<file path="src/common/tc_pkg.sv">
// constants, register map and state types of the timer and counter unit
package tc_pkg;
  localparam int unsigned NUM_LINES    = 16;          // flexible lines served
  localparam int unsigned NUM_TIMERS   = 2;           // timers available
  localparam int unsigned NUM_COUNTERS = 2;           // edge counters available
  // register byte offsets
  localparam logic [7:0] OFS_CONFIG    = 8'h00;       // timers, first line, clock
  localparam logic [7:0] OFS_CNT_EN    = 8'h04;       // counter enables
  localparam logic [7:0] OFS_TMR_MODE  = 8'h08;       // timer modes
  localparam logic [7:0] OFS_TMR_VAL0  = 8'h0C;       // timer 0 value
  localparam logic [7:0] OFS_TMR_VAL1  = 8'h10;       // timer 1 value
  localparam logic [7:0] OFS_COUNT0    = 8'h14;       // counter 0 count
  localparam logic [7:0] OFS_COUNT1    = 8'h18;       // counter 1 count
  localparam logic [7:0] OFS_LINE_MAP  = 8'h1C;       // line of each resource
  // config field positions
  localparam int unsigned POS_TMR_NUM  = 0;           // [1:0] timers enabled
  localparam int unsigned POS_FIRST    = 4;           // [7:4] first timer line
  localparam int unsigned POS_SRC      = 8;           // clock source select
  localparam int unsigned POS_DIV      = 16;          // [23:16] divider
  localparam int unsigned POS_PINRST   = 31;          // write 1: pin config reset
  localparam int unsigned POS_CLEAR    = 8;           // counter clear bits in CNT_EN
  // values after reset and config limits
  localparam logic [1:0] RST_TMR_NUM   = 2'h0;
  localparam logic [3:0] RST_FIRST     = 4'h4;
  localparam logic [3:0] MIN_FIRST     = 4'h4;
  localparam logic [3:0] MAX_FIRST     = 4'h8;
  localparam logic [1:0] MAX_TMR_NUM   = 2'h2;
  localparam logic [7:0] RST_DIV       = 8'h00;
  localparam logic [7:0] NO_LINE       = 8'hFF;       // map code: not assigned
  typedef enum logic {undivided_fast_clock_source, divided_fast_clock_source} clk_src_t;
  typedef enum logic {pwm_eight_bit_mode, duty_cycle_input_mode} tmr_mode_t;
  // whole state of the top block
  typedef struct packed {
    logic [1:0]                  timer_count_setting;  // timers enabled
    logic [3:0]                  first_timer_line;     // line of first timer
    clk_src_t                    timer_clock_source;   // shared clock source
    logic [7:0]                  timer_clock_divider;  // 0 means 256
    logic [1:0]                  cnt_en;               // counter enables
    logic [1:0]                  tmr_mode;             // per-timer mode bit
    logic [1:0][15:0]            tval;                 // timer values
    logic [1:0]                  meas_clr;             // measurement clear pulses
    logic [1:0][31:0]            count;                // edge counts
    logic [NUM_LINES-1:0]        sync1;                // first sync stage
    logic [NUM_LINES-1:0]        sync2;                // second sync stage
    logic [NUM_LINES-1:0]        prev;                 // last synced level
    logic [7:0]                  div_cnt;              // timer clock divider count
    logic                        tick;                 // timer clock enable
    logic                        ack;                  // bus answer
    logic [31:0]                 dat;                  // bus read data
    logic [NUM_LINES-1:0]        line_out;             // line output levels
    logic [NUM_LINES-1:0]        line_oe;              // line drive enables
  } top_st_t;
  // state of one timer channel
  typedef struct packed {
    logic [7:0]  phase;     // pwm phase
    logic        pwm;       // pwm output
    logic        last;      // last input level
    logic [15:0] hi;        // high ticks so far
    logic [15:0] lo;        // low ticks so far
    logic [15:0] hi_hold;   // high time of current period
    logic [31:0] meas;      // {low, high}
  } chan_st_t;
endpackage

</file>
<file path="src/rtl/tc_timer_chan.sv">
// one timer: 8-bit pwm output or duty-cycle measurement input
`timescale 1ns/1ps
`default_nettype none
module tc_timer_chan (
  input  wire logic        clk_i,    // system clock
  input  wire logic        rst_i,    // synchronous reset
  input  wire logic        tick_i,   // shared timer clock enable
  input  wire logic        run_i,    // timer enabled
  input  wire logic        mode_i,   // 0 pwm, 1 duty input
  input  wire logic [15:0] value_i,  // timer value
  input  wire logic        clear_i,  // clear measurement
  input  wire logic        level_i,  // synced input level
  output logic             pwm_o,    // pwm level
  output logic [31:0]      meas_o    // {low, high} measurement
);
  tc_pkg::chan_st_t st;       // registered state
  tc_pkg::chan_st_t next_st;  // next state
  logic rise;                 // input rising edge
  logic fall;                 // input falling edge

  assign pwm_o  = st.pwm;
  assign meas_o = st.meas;
  assign rise   = level_i & ~st.last;
  assign fall   = ~level_i & st.last;

  // next state of pwm and measurement
  always_comb begin
    next_st      = st;
    next_st.last = level_i;
    if (!run_i) begin
      next_st.phase = 8'h00;
      next_st.pwm   = 1'b0;
      next_st.hi    = 16'h0000;
      next_st.lo    = 16'h0000;
    end else if (mode_i == 1'b0) begin
      // period is 256 ticks; high while phase at or above the top byte
      if (tick_i) begin
        next_st.phase = st.phase + 8'h01;
        next_st.pwm   = (next_st.phase >= value_i[15:8]);
      end
    end else begin
      if (clear_i) begin
        next_st.meas = 32'h0000_0000;  // writing zero drops the old result
      end
      // counts saturate so a stuck line reads as full scale, not wrapped
      if (tick_i && level_i && st.hi != 16'hFFFF) begin
        next_st.hi = st.hi + 16'h0001;
      end
      if (tick_i && !level_i && st.lo != 16'hFFFF) begin
        next_st.lo = st.lo + 16'h0001;
      end
      // the edge cycle itself is the first cycle of the new level, so it counts
      if (fall) begin
        next_st.hi_hold = st.hi;
        next_st.lo      = {15'h0000, tick_i};
      end
      if (rise) begin
        next_st.meas = {st.lo, st.hi_hold};  // low in upper half
        next_st.hi   = {15'h0000, tick_i};
      end
    end
  end

  // state register
  always_ff @(posedge clk_i) begin
    if (rst_i) begin
      st <= '0;
    end else begin
      st <= next_st;
    end
  end

  a_pwm_wrap: assert property (@(posedge clk_i) disable iff (rst_i)
    run_i && !mode_i && tick_i && st.phase == 8'hFF |=> st.phase == 8'h00)
    else $error("pwm phase did not wrap after 256 ticks");
  a_meas_clear: assert property (@(posedge clk_i) disable iff (rst_i)
    run_i && mode_i && clear_i && !rise |=> meas_o == 32'h0000_0000)
    else $error("duty measurement not cleared");
endmodule
`default_nettype wire

</file>
<file path="src/rtl/tc_unit.sv">
// timer and counter unit with a classic wishbone register slave
`timescale 1ns/1ps
`default_nettype none
module tc_unit (
  input  wire logic                         clk_i,   // 125 MHz system clock
  input  wire logic                         rst_i,   // synchronous reset
  input  wire logic                         cyc_i,   // wishbone cycle
  input  wire logic                         stb_i,   // wishbone strobe
  input  wire logic                         we_i,    // wishbone write
  input  wire logic [7:0]                   adr_i,   // wishbone byte address
  input  wire logic [3:0]                   sel_i,   // wishbone byte enables
  input  wire logic [31:0]                  dat_i,   // wishbone write data
  output logic                              ack_o,   // wishbone acknowledge
  output logic [31:0]                       dat_o,   // wishbone read data
  input  wire logic [tc_pkg::NUM_LINES-1:0] line_i,  // flexible line levels
  output logic      [tc_pkg::NUM_LINES-1:0] line_o,  // flexible line drive level
  output logic      [tc_pkg::NUM_LINES-1:0] line_oe  // flexible line drive enable
);
  tc_pkg::top_st_t st;              // registered state
  tc_pkg::top_st_t next_st;         // next state
  logic        req;                 // new bus request this cycle
  logic        wr;                  // write taken this cycle
  logic [31:0] wmask;               // byte lanes as a bit mask
  logic [31:0] rdata;               // read mux
  logic [1:0][3:0] tline;           // line of each timer
  logic [1:0][3:0] cline;           // line of each counter
  logic [1:0]  t_on;                // timer active
  logic [1:0]  c_on;                // counter active
  logic [1:0]  pwm;                 // channel pwm levels
  logic [1:0][31:0] meas;           // channel measurements
  logic [1:0]  t_lvl;               // synced input on each timer line
  logic [1:0]  cnt_wr;              // write to a count register
  logic [7:0]  div_last;            // terminal divider count
  logic [31:0] cfg_w;               // merged config write
  logic [3:0]  first_w;             // requested first line

  assign ack_o   = st.ack;
  assign dat_o   = st.dat;
  assign line_o  = st.line_out;
  assign line_oe = st.line_oe;
  assign req     = cyc_i & stb_i & ~st.ack;
  assign wr      = req & we_i;
  assign wmask   = {{8{sel_i[3]}}, {8{sel_i[2]}}, {8{sel_i[1]}}, {8{sel_i[0]}}};
  assign cnt_wr  = {wr && adr_i == tc_pkg::OFS_COUNT1, wr && adr_i == tc_pkg::OFS_COUNT0};
  // 0 - 1 wraps to 255, so a zero setting gives a 256-tick period
  assign div_last = st.timer_clock_divider - 8'h01;
  assign cfg_w = (32'({st.timer_clock_divider, 7'h00, st.timer_clock_source,
                       st.first_timer_line, 2'h0, st.timer_count_setting}) & ~wmask)
                 | (dat_i & wmask);
  assign first_w = cfg_w[tc_pkg::POS_FIRST +: 4];

  // line assignment: timers first, then counters in order
  always_comb begin
    for (int k = 0; k < 2; k++) begin
      tline[k] = st.first_timer_line + 4'(k);
      t_on[k]  = (2'(k) < st.timer_count_setting);
    end
    // counter 0 is lost to the divided source
    c_on[0]  = st.cnt_en[0] &&
               (st.timer_clock_source == tc_pkg::undivided_fast_clock_source);
    c_on[1]  = st.cnt_en[1];
    cline[0] = st.first_timer_line + 4'(st.timer_count_setting);
    cline[1] = cline[0] + 4'(c_on[0]);
    for (int k = 0; k < 2; k++) begin
      t_lvl[k] = st.sync2[tline[k]];
    end
  end

  // the two timers share the tick and differ only in settings
  for (genvar g = 0; g < tc_pkg::NUM_TIMERS; g++) begin : g_tmr
    tc_timer_chan u_chan (
      .clk_i   (clk_i),
      .rst_i   (rst_i),
      .tick_i  (st.tick),
      .run_i   (t_on[g]),
      .mode_i  (st.tmr_mode[g]),
      .value_i (st.tval[g]),
      .clear_i (st.meas_clr[g]),
      .level_i (t_lvl[g]),
      .pwm_o   (pwm[g]),
      .meas_o  (meas[g])
    );
  end

  // read mux; timer value reads show the measurement in duty mode
  always_comb begin
    rdata = 32'h0000_0000;
    if (adr_i == tc_pkg::OFS_CONFIG) begin
      rdata = 32'({st.timer_clock_divider, 7'h00, st.timer_clock_source,
                   st.first_timer_line, 2'h0, st.timer_count_setting});
    end else if (adr_i == tc_pkg::OFS_CNT_EN) begin
      rdata = 32'(st.cnt_en);
    end else if (adr_i == tc_pkg::OFS_TMR_MODE) begin
      rdata = 32'(st.tmr_mode);
    end else if (adr_i == tc_pkg::OFS_TMR_VAL0) begin
      rdata = st.tmr_mode[0] ? meas[0] : 32'(st.tval[0]);
    end else if (adr_i == tc_pkg::OFS_TMR_VAL1) begin
      rdata = st.tmr_mode[1] ? meas[1] : 32'(st.tval[1]);
    end else if (adr_i == tc_pkg::OFS_COUNT0) begin
      rdata = st.count[0];
    end else if (adr_i == tc_pkg::OFS_COUNT1) begin
      rdata = st.count[1];
    end else if (adr_i == tc_pkg::OFS_LINE_MAP) begin
      rdata = {c_on[1] ? 8'(cline[1]) : tc_pkg::NO_LINE,
               c_on[0] ? 8'(cline[0]) : tc_pkg::NO_LINE,
               t_on[1] ? 8'(tline[1]) : tc_pkg::NO_LINE,
               t_on[0] ? 8'(tline[0]) : tc_pkg::NO_LINE};
    end
  end

  // next state: bus, synchronisers, divider, counters, line drivers
  always_comb begin
    next_st          = st;
    next_st.sync1    = line_i;
    next_st.sync2    = st.sync1;
    next_st.prev     = st.sync2;
    next_st.meas_clr = 2'b00;
    // bus answers one cycle after the request, ack lasts one cycle
    next_st.ack = req;
    // a write answers with the value held before it, so read-and-clear is safe
    if (req) begin
      next_st.dat = rdata;
    end
    // one base tick per clock; divided source counts them up from 0 to div_last
    if (st.timer_clock_source == tc_pkg::divided_fast_clock_source) begin
      // at or past the end: a smaller divider written mid-count must not stall the clock
      next_st.tick    = (st.div_cnt >= div_last);
      next_st.div_cnt = next_st.tick ? 8'h00 : st.div_cnt + 8'h01;
    end else begin
      next_st.tick    = 1'b1;
      next_st.div_cnt = 8'h00;
    end
    // edges on active counter lines; a clear in the same cycle keeps the edge
    for (int k = 0; k < 2; k++) begin
      if (cnt_wr[k] || (wr && adr_i == tc_pkg::OFS_CNT_EN && sel_i[1] &&
                        dat_i[tc_pkg::POS_CLEAR + k])) begin
        next_st.count[k] = 32'h0000_0000;  // counter_clear_request
      end
      if (c_on[k] && st.sync2[cline[k]] && !st.prev[cline[k]]) begin
        next_st.count[k] = next_st.count[k] + 32'h0000_0001;
      end
    end
    // register writes
    if (wr && adr_i == tc_pkg::OFS_CONFIG) begin
      if (sel_i[3] && dat_i[tc_pkg::POS_PINRST]) begin
        // pin_configuration_reset: back to the power-up setup
        next_st.timer_count_setting = tc_pkg::RST_TMR_NUM;
        next_st.first_timer_line    = tc_pkg::RST_FIRST;
        next_st.timer_clock_source  = tc_pkg::undivided_fast_clock_source;
        next_st.timer_clock_divider = tc_pkg::RST_DIV;
        next_st.cnt_en              = 2'b00;
      end else begin
        // more than two timers is clamped rather than refused
        next_st.timer_count_setting = (cfg_w[1:0] > tc_pkg::MAX_TMR_NUM) ?
                                      tc_pkg::MAX_TMR_NUM : cfg_w[1:0];
        // an out-of-range first line leaves the old one in place
        if (first_w >= tc_pkg::MIN_FIRST && first_w <= tc_pkg::MAX_FIRST) begin
          next_st.first_timer_line = first_w;
        end
        next_st.timer_clock_source  = tc_pkg::clk_src_t'(cfg_w[tc_pkg::POS_SRC]);
        next_st.timer_clock_divider = cfg_w[tc_pkg::POS_DIV +: 8];
      end
    end else if (wr && adr_i == tc_pkg::OFS_CNT_EN && sel_i[0]) begin
      next_st.cnt_en = dat_i[1:0];  // counter_enable_request
    end else if (wr && adr_i == tc_pkg::OFS_TMR_MODE && sel_i[0]) begin
      next_st.tmr_mode = dat_i[1:0];
    end else if (wr && (adr_i == tc_pkg::OFS_TMR_VAL0 || adr_i == tc_pkg::OFS_TMR_VAL1)) begin
      // timer_value_write; zero into a duty timer clears its result
      next_st.tval[adr_i[4]] = (st.tval[adr_i[4]] & ~wmask[15:0])
                               | (dat_i[15:0] & wmask[15:0]);
      next_st.meas_clr[adr_i[4]] = (dat_i[15:0] & wmask[15:0]) == 16'h0000;
    end
    // only pwm timers drive their line; all else stays an input
    next_st.line_out = '0;
    next_st.line_oe  = '0;
    for (int k = 0; k < 2; k++) begin
      if (t_on[k] && st.tmr_mode[k] == 1'b0) begin
        next_st.line_out[tline[k]] = pwm[k];
        next_st.line_oe[tline[k]]  = 1'b1;
      end
    end
  end

  // state register
  always_ff @(posedge clk_i) begin
    if (rst_i) begin
      st                     <= '0;
      st.first_timer_line    <= tc_pkg::RST_FIRST;
      st.timer_clock_divider <= tc_pkg::RST_DIV;
    end else begin
      st <= next_st;
    end
  end

  a_bus_answer: assert property (@(posedge clk_i) disable iff (rst_i)
    req |=> ack_o ##1 !ack_o)
    else $error("bus answer not one cycle long");
  a_pin_reset: assert property (@(posedge clk_i) disable iff (rst_i)
    wr && adr_i == tc_pkg::OFS_CONFIG && sel_i[3] && dat_i[31] |=>
      st.timer_count_setting == 2'h0 && st.first_timer_line == 4'h4 &&
      st.timer_clock_divider == 8'h00 && st.cnt_en == 2'b00 &&
      st.timer_clock_source == tc_pkg::undivided_fast_clock_source)
    else $error("pin configuration reset incomplete");
  a_tick_undiv: assert property (@(posedge clk_i) disable iff (rst_i)
    st.timer_clock_source == tc_pkg::undivided_fast_clock_source |=> st.tick)
    else $error("undivided source missed a timer tick");
  a_cnt_clear: assert property (@(posedge clk_i) disable iff (rst_i)
    cnt_wr[0] |=> st.count[0] <= 32'h0000_0001)
    else $error("counter 0 not cleared by its clear request");
  a_first_range: assert property (@(posedge clk_i) disable iff (rst_i)
    st.first_timer_line >= 4'h4 && st.first_timer_line <= 4'h8)
    else $error("first timer line out of range");
  a_div_two: assert property (@(posedge clk_i) disable iff (rst_i)
    st.timer_clock_source == tc_pkg::divided_fast_clock_source &&
    st.timer_clock_divider == 8'h02 && $stable(st.timer_clock_divider) && st.tick
    && !wr |=> !st.tick ##1 st.tick)
    else $error("divider two does not give every other tick");
  a_cnt0_off: assert property (@(posedge clk_i) disable iff (rst_i)
    st.timer_clock_source == tc_pkg::divided_fast_clock_source && !cnt_wr[0] &&
    !(wr && adr_i == tc_pkg::OFS_CNT_EN) |=> st.count[0] == $past(st.count[0]))
    else $error("counter 0 moved with divided clock source");
  a_read_clear: assert property (@(posedge clk_i) disable iff (rst_i)
    cnt_wr[1] |=> ack_o && dat_o == $past(st.count[1]) && st.count[1] <= 32'h1)
    else $error("read-and-clear returned wrong value");
endmodule
`default_nettype wire
</file>
<file path="config.mk">
export PLATFORM = sky130hd
export DESIGN_NAME = tc_unit
export DESIGN_NICKNAME = d
export VERILOG_FILES = /design/src/common/tc_pkg.sv /design/src/rtl/tc_timer_chan.sv /design/src/rtl/tc_unit.sv
export SDC_FILE = /design/constraint.sdc
export NUM_CORES = 1
export LEC_CHECK = 0
export BUFFER_PORTS_ARGS = -buffer_cell sky130_fd_sc_hd__buf_2
export CAP_MARGIN = 20
export CORE_MARGIN = 2
export CORE_UTILIZATION = 62
export DETAILED_ROUTE_END_ITERATION = 6
export PLACE_DENSITY = 0.81
export SYNTH_ARGS = -nofsm -noshare
export SYNTH_HDL_FRONTEND = slang
export SYNTH_HIERARCHICAL = 1
export SYNTH_SLANG_ARGS = --single-unit
</file>
<file path="constraint.sdc">
create_clock -name clk_i -period 4.8 [get_ports clk_i]
set_input_delay 0.48 -clock clk_i [delete_from_list [all_inputs] [get_ports clk_i]]
set_output_delay 0.48 -clock clk_i [all_outputs]
set_load 0.03 [all_outputs]
</file>
# Word level (Yosys, flattened, before mapping)
# Index checks and enable logic that the tools add are counted.
# totals
register_bits,419
elab_cells,236
inputBits,65
output_inout_bits,65
# classes
n_eq_ne,12
reduce_logical,66
bitwise_logic,32
order_cmp,16
n_addsub,13
mux,63
# ops
op,n
32-bit two-way mux,22
16-bit two-way mux,9
16-bit by 1-bit adder with 16-bit output (second input constant),4
32-bit by 1-bit adder with 32-bit output (second input constant),2
16-bit inequality test (second input constant),4
16-bit bitwise AND,3
24-bit bitwise AND,2
32-bit bitwise mux,1
8-bit by 5-bit equality test with 1-bit output (second input constant),4
8-bit two-way mux,4
16-bit bitwise OR,2
1-bit logical AND,31
8-bit by 1-bit adder with 8-bit output (second input constant),3
1-bit binary-select mux with 4-bit select,6
8-bit >= comparator,3
24-bit NOT,1
24-bit bitwise OR,1
4-bit by 5-bit < comparator with 1-bit output (second input constant),4
16-bit bitwise mux,1
16-bit demux with 1-bit select,1
8-bit by 4-bit equality test with 1-bit output (second input constant),2
16-bit logical NOT,1
16-bit NOT,1
2-bit AND reduction,8
31 further kinds,82

# Longest topological paths before layout
# depth
depth_word,12
mapped_depth,13
mapped_depth_nobuf,11

# Hierarchy
# Netlist, hierarchy kept.
# modules_own_cells
mod,area_per_inst_um2,instances,cells_per_inst,seq_area_each_um2
tc_unit,12909.9,1,1537,4784.6
tc_timer_chan,4366.7,2,528,1801.7

# Worst setup path before layout
# OpenSTA, ideal clock, no wires.
# synth_timing
path_type,register to register
startpoint,"register, netlist name st[233]"
endpoint,register g_tmr[1].u_chan/st[55] in the netlist's numbering
t_required_ps,4686
setup_slack_ps,871
t_arrival_ps,3815
synth_period_minus_slack_ps,3929
path_stages_with_launch,13
n_path_buf,3
setup_ps,114
path_cell_list,dfxtp_1 clkbuf_1 clkbuf_1 inv_1 ha_1 mux4_2 mux4_2 nor2b_1 nand2_1 and3_1 clkbuf_1 a211o_1 a21o_1
# synth_rtl
item,line,rtl
end signal: assignment,tc_timer_chan.sv:69,st <= next_st;
end: declaration,tc_timer_chan.sv:16,tc_pkg::chan_st_t st;

==> metrics.md <==
| Metric | Value |
|---|---|
| Outcome | completed |
| Core area | 34,460 um2 |
| Number of global-route vias before repair | 18,510 |
| Die width | 190.8 um |
| Die Y | 190.8 um |
| Antenna violations before repair | 1 |
| Diode count | 0 |
| Leakage power | 8.080 nW |
| Met3 Use GR | 0.06128 |
| DR vias/cell | 6.584 |
| Hold Vio Cnt, Final | 0 |
| Power per cell area | 315.3 nW/um2 |
| Complex-gate fraction of the synthesized area | 0.1992 |
| Worst Path Arrival | 4590 ps |
| Mux share of post-synthesis cell area | 0.05255 |
| Post-synth EDFFs | 0 |
| Htree depth | 2 |
| Setup_tns | 0 ps |
| Max cap viols | 0 |
| Num ports | 130 |
| GRT Total Usage | 0.3365 |
| Syn_area_per_cell | 8.347 um2 |
| Global-route met1 utilization | 0.4372 |
| Gp weighted congestion | 0.9794 |
| Startpoint Class | flip-flop |
| Post-synthesis xor/xnor area fraction | 0.02382 |
| Number of setup violations in the final report | 0 |
| Synth area leader | dfxtp_1 |
| Die area | 36,420 um2 |
| RSZ-0062 raised after global routing | no |
| Crit path required time | 5260 ps |
| Final wirelength | 62,290 um |
| Synthesis Warnings | 6 |
| DRT antenna net count | 0 |
| Async set-reset flop share out of synthesis | 0 |
| CTS tree | done |
| Critical path class | reg -> reg |
| Longest Clk Path Bufs | 3 |
| Post_cts resized | 0 |
| Vias | 19,670 |
| DRT iter0 DRCs | 2,074 |
| Worst rel slew slack | 0.2125 |
| Ys flop type | dfxtp_1 |
| Routed len/inst | 20.85 um |
| Pin count of the biggest net entering global routing | 95 |
| Hold WC Path Type | in -> reg |
| Post-Synth Simple-Gate Area | 0.2238 |
| Cell Rows | 68 |
| Post-CTS setup buffers | 0 |
| Most Used Layer, Global Route | met2 |
| Peak supply drop | 0.2717 mV |
| Layout Nets | 2,611 |
| CP endpoint kind | flip-flop |
| Post-Syn Instances | 2,593 |
| Detailed Routing Iterations Pass 1 | 7 |
| Share of post-route cells with drive strength above 1 | 0.1228 |
| Crit path time final | 4128 ps |
| Largest family of logic cells by synthesized area | simple AND/OR/NAND/NOR gates |
| Commonest non-fill, non-tap cell in the layout | dfxtp_1 |
| Synthesized area | 21,640 um2 |
| Mapped Nets | 2,705 |
| Synth top area share | 0.3876 |
| Worst-path clk slew | 60 ps |
| Most frequent cells in the layout | dfxtp_1 (419), nor2_1 (309), a21oi_1 (231), nand2_1 (197), buf_2 (121) |
| First-pass GRT wire length | 97,880 um |
| Starting Density | 0.6281 |
| Post-route worst setup slack | 672.4 ps |
| Place WS | 832.0 ps |
| Seq cells post-synth | 419 |
| Port Buffers | 122 |
| Clock sinks | 419 |
| Total CTS buffers | 44 |
| Worst slew pin tran | 1173 ps |
| Synth unique cells | 84 |
| Max Clk Rate | 242.3 MHz |
| Total grt overflow | 0 |
| Seq/Total Area, Yosys | 0.3876 |
| Layout area overhead | 5.966% |
| Dpl hpwl | 43,970 um |
| Max Fanout on Critical Path | 13 |
| Synth area leaders | dfxtp_1 (39%), nor2_1 (5.4%), a21oi_1 (5.3%), buf_4 (4.4%), nand2_1 (3.4%) |
| Synth Area in Adders | 0.02752 |
| Setup Skew | 23.70 ps |
| Hold_buf cts | 0 |
| CTS root buffer | clkbuf_16 |
| Register-to-register setup slack | 670 ps |
| Residual DRC | 0 |
| Clock insertion delay at the later pin of the skew report | 580 ps |
| Final max-slew violation count | 0 |
| GR Util met2 | 0.5415 |
| Final worst path period share | 0.8599 |
-- worst max-delay path: stages (launching register included) --
cell and delay, ps:
dfxtp_1 470, buf_4 310, nand3_1 170, xnor2_1 820
mux4_2 760, nor2b_1 330, nand2_1 270, and3_1 390
a211o_1 310, a21o_1 170
-- cell usage after synthesis, types with 7 or more instances --
cell type  count
ha_1          46
a22oi_1       89
a41o_1        11
nand2b_1      37
a31oi_1       17
and3_1        46
or2_2          9
xnor2_1       29
a221o_1        7
o31ai_1       32
a221oi_1      15
mux2_2        21
a311oi_1      18
nor4_1        25
o41ai_1       11
dfxtp_1      419
xor2_1        28
o22ai_1       11
nor2b_1       63
clkbuf_1     151
buf_4        128
nand3_1       98
a32oi_1        9
nand3b_1      10
and2_1        22
nor3_1        36
a21oi_1      231
o21ai_0       69
buf_1         12
nand2_1      197
a21o_1        16
o21a_1        10
a222oi_1       9
or3_1         13
a211oi_1      22
mux2i_1       51
and4_1         7
nor2_1       310
or4_1         21
o2111ai_1     13
o211ai_1      16
mux4_2        15
nand4_1       54
inv_1         51
-- report_power, final --
part | internal (W) | leakage [nW] | switching (W)
sequential | 0.00350 | 3.39 | 0.0000209
combinational | 0.0000826 | 3.97 | 0.000180
clock | 0.00198 | 0.722 | 0.00147
total | 0.00556 | 8.08 | 0.00167
-- metrics by stage --
| stage | utilization | total power [W] | instance area [um2] | hold slack (ps) | cells |
|---|---|---|---|---|---|
| 2_1_floorplan | - | 0.003771 | 21640 | 413.8 | 2593 |
| 3_3_place_gp | 0.6233 | 0.003850 | 21480 | 430.7 | 2908 |
| 3_5_place_dp | 0.6233 | 0.003856 | 21480 | 429.5 | 2908 |
| 4_1_cts | 0.6656 | 0.007248 | 22930 | 93.26 | 2988 |
| 5_1_grt | 0.6656 | 0.007411 | 22930 | 124.3 | 2988 |
| 6_report | 0.6656 | 0.007231 | 22930 | 114.2 | 2988 |
-- registers in the layout, indices dropped and copies added (netlist names) --
name	count
line_oe	16
c_on	1
g_tmr.u_chan/st	114
g_tmr.u_chan/pwm_o	2
dat_o	32
ack_o	1
g_tmr.u_chan/meas_o	64
st	141
next_st	32
line_o	16
-- worst paths after layout --
check | start | end | depth (start not counted)
worst min-delay path | line_i[9] | next_st[99] | 2
worst max-delay path | st[233] | g_tmr[1].u_chan/st[55] | 9
worst max register to register | st[233] | g_tmr[1].u_chan/st[55] | 9
worst min register to register | next_st[103] | next_st[87] | 1
-- cell type report --
| class | instances | area, um2 |
|---|---|---|
| inverter | 53 | 198.9 |
| fill | 2785 | 11520 |
| clock buffer | 54 | 1179 |
| clock inverter | 26 | 276.5 |
| tap | 455 | 569.3 |
| sequential | 419 | 8388 |
| multi-input combinational | 1820 | 11410 |
| timing repair buffer | 161 | 913.4 |
-- per-layer routing --
layer,vias to the layer above,share of wire
met2,1089,0.46
met1,9316,0.39
met5,-,0.00021
met4,2,0.044
met3,182,0.11
li1,9084,-
-- cell families (layout without fill, tap and decap cells) --
| logic type | count (synthesis) | in the layout |
|---|---|---|
| xor gates and xnor gates | 58 | 58 |
| muxes | 89 | 89 |
| AOI/OAI and AO/OA | 651 | 651 |
| and+or+nand+nor | 975 | 975 |
| buffers and inverters | 354 | 294 |
| DFF | 419 | 419 |
| adders and majority gates | 47 | 47 |
(Power assumes the default switching activity.)
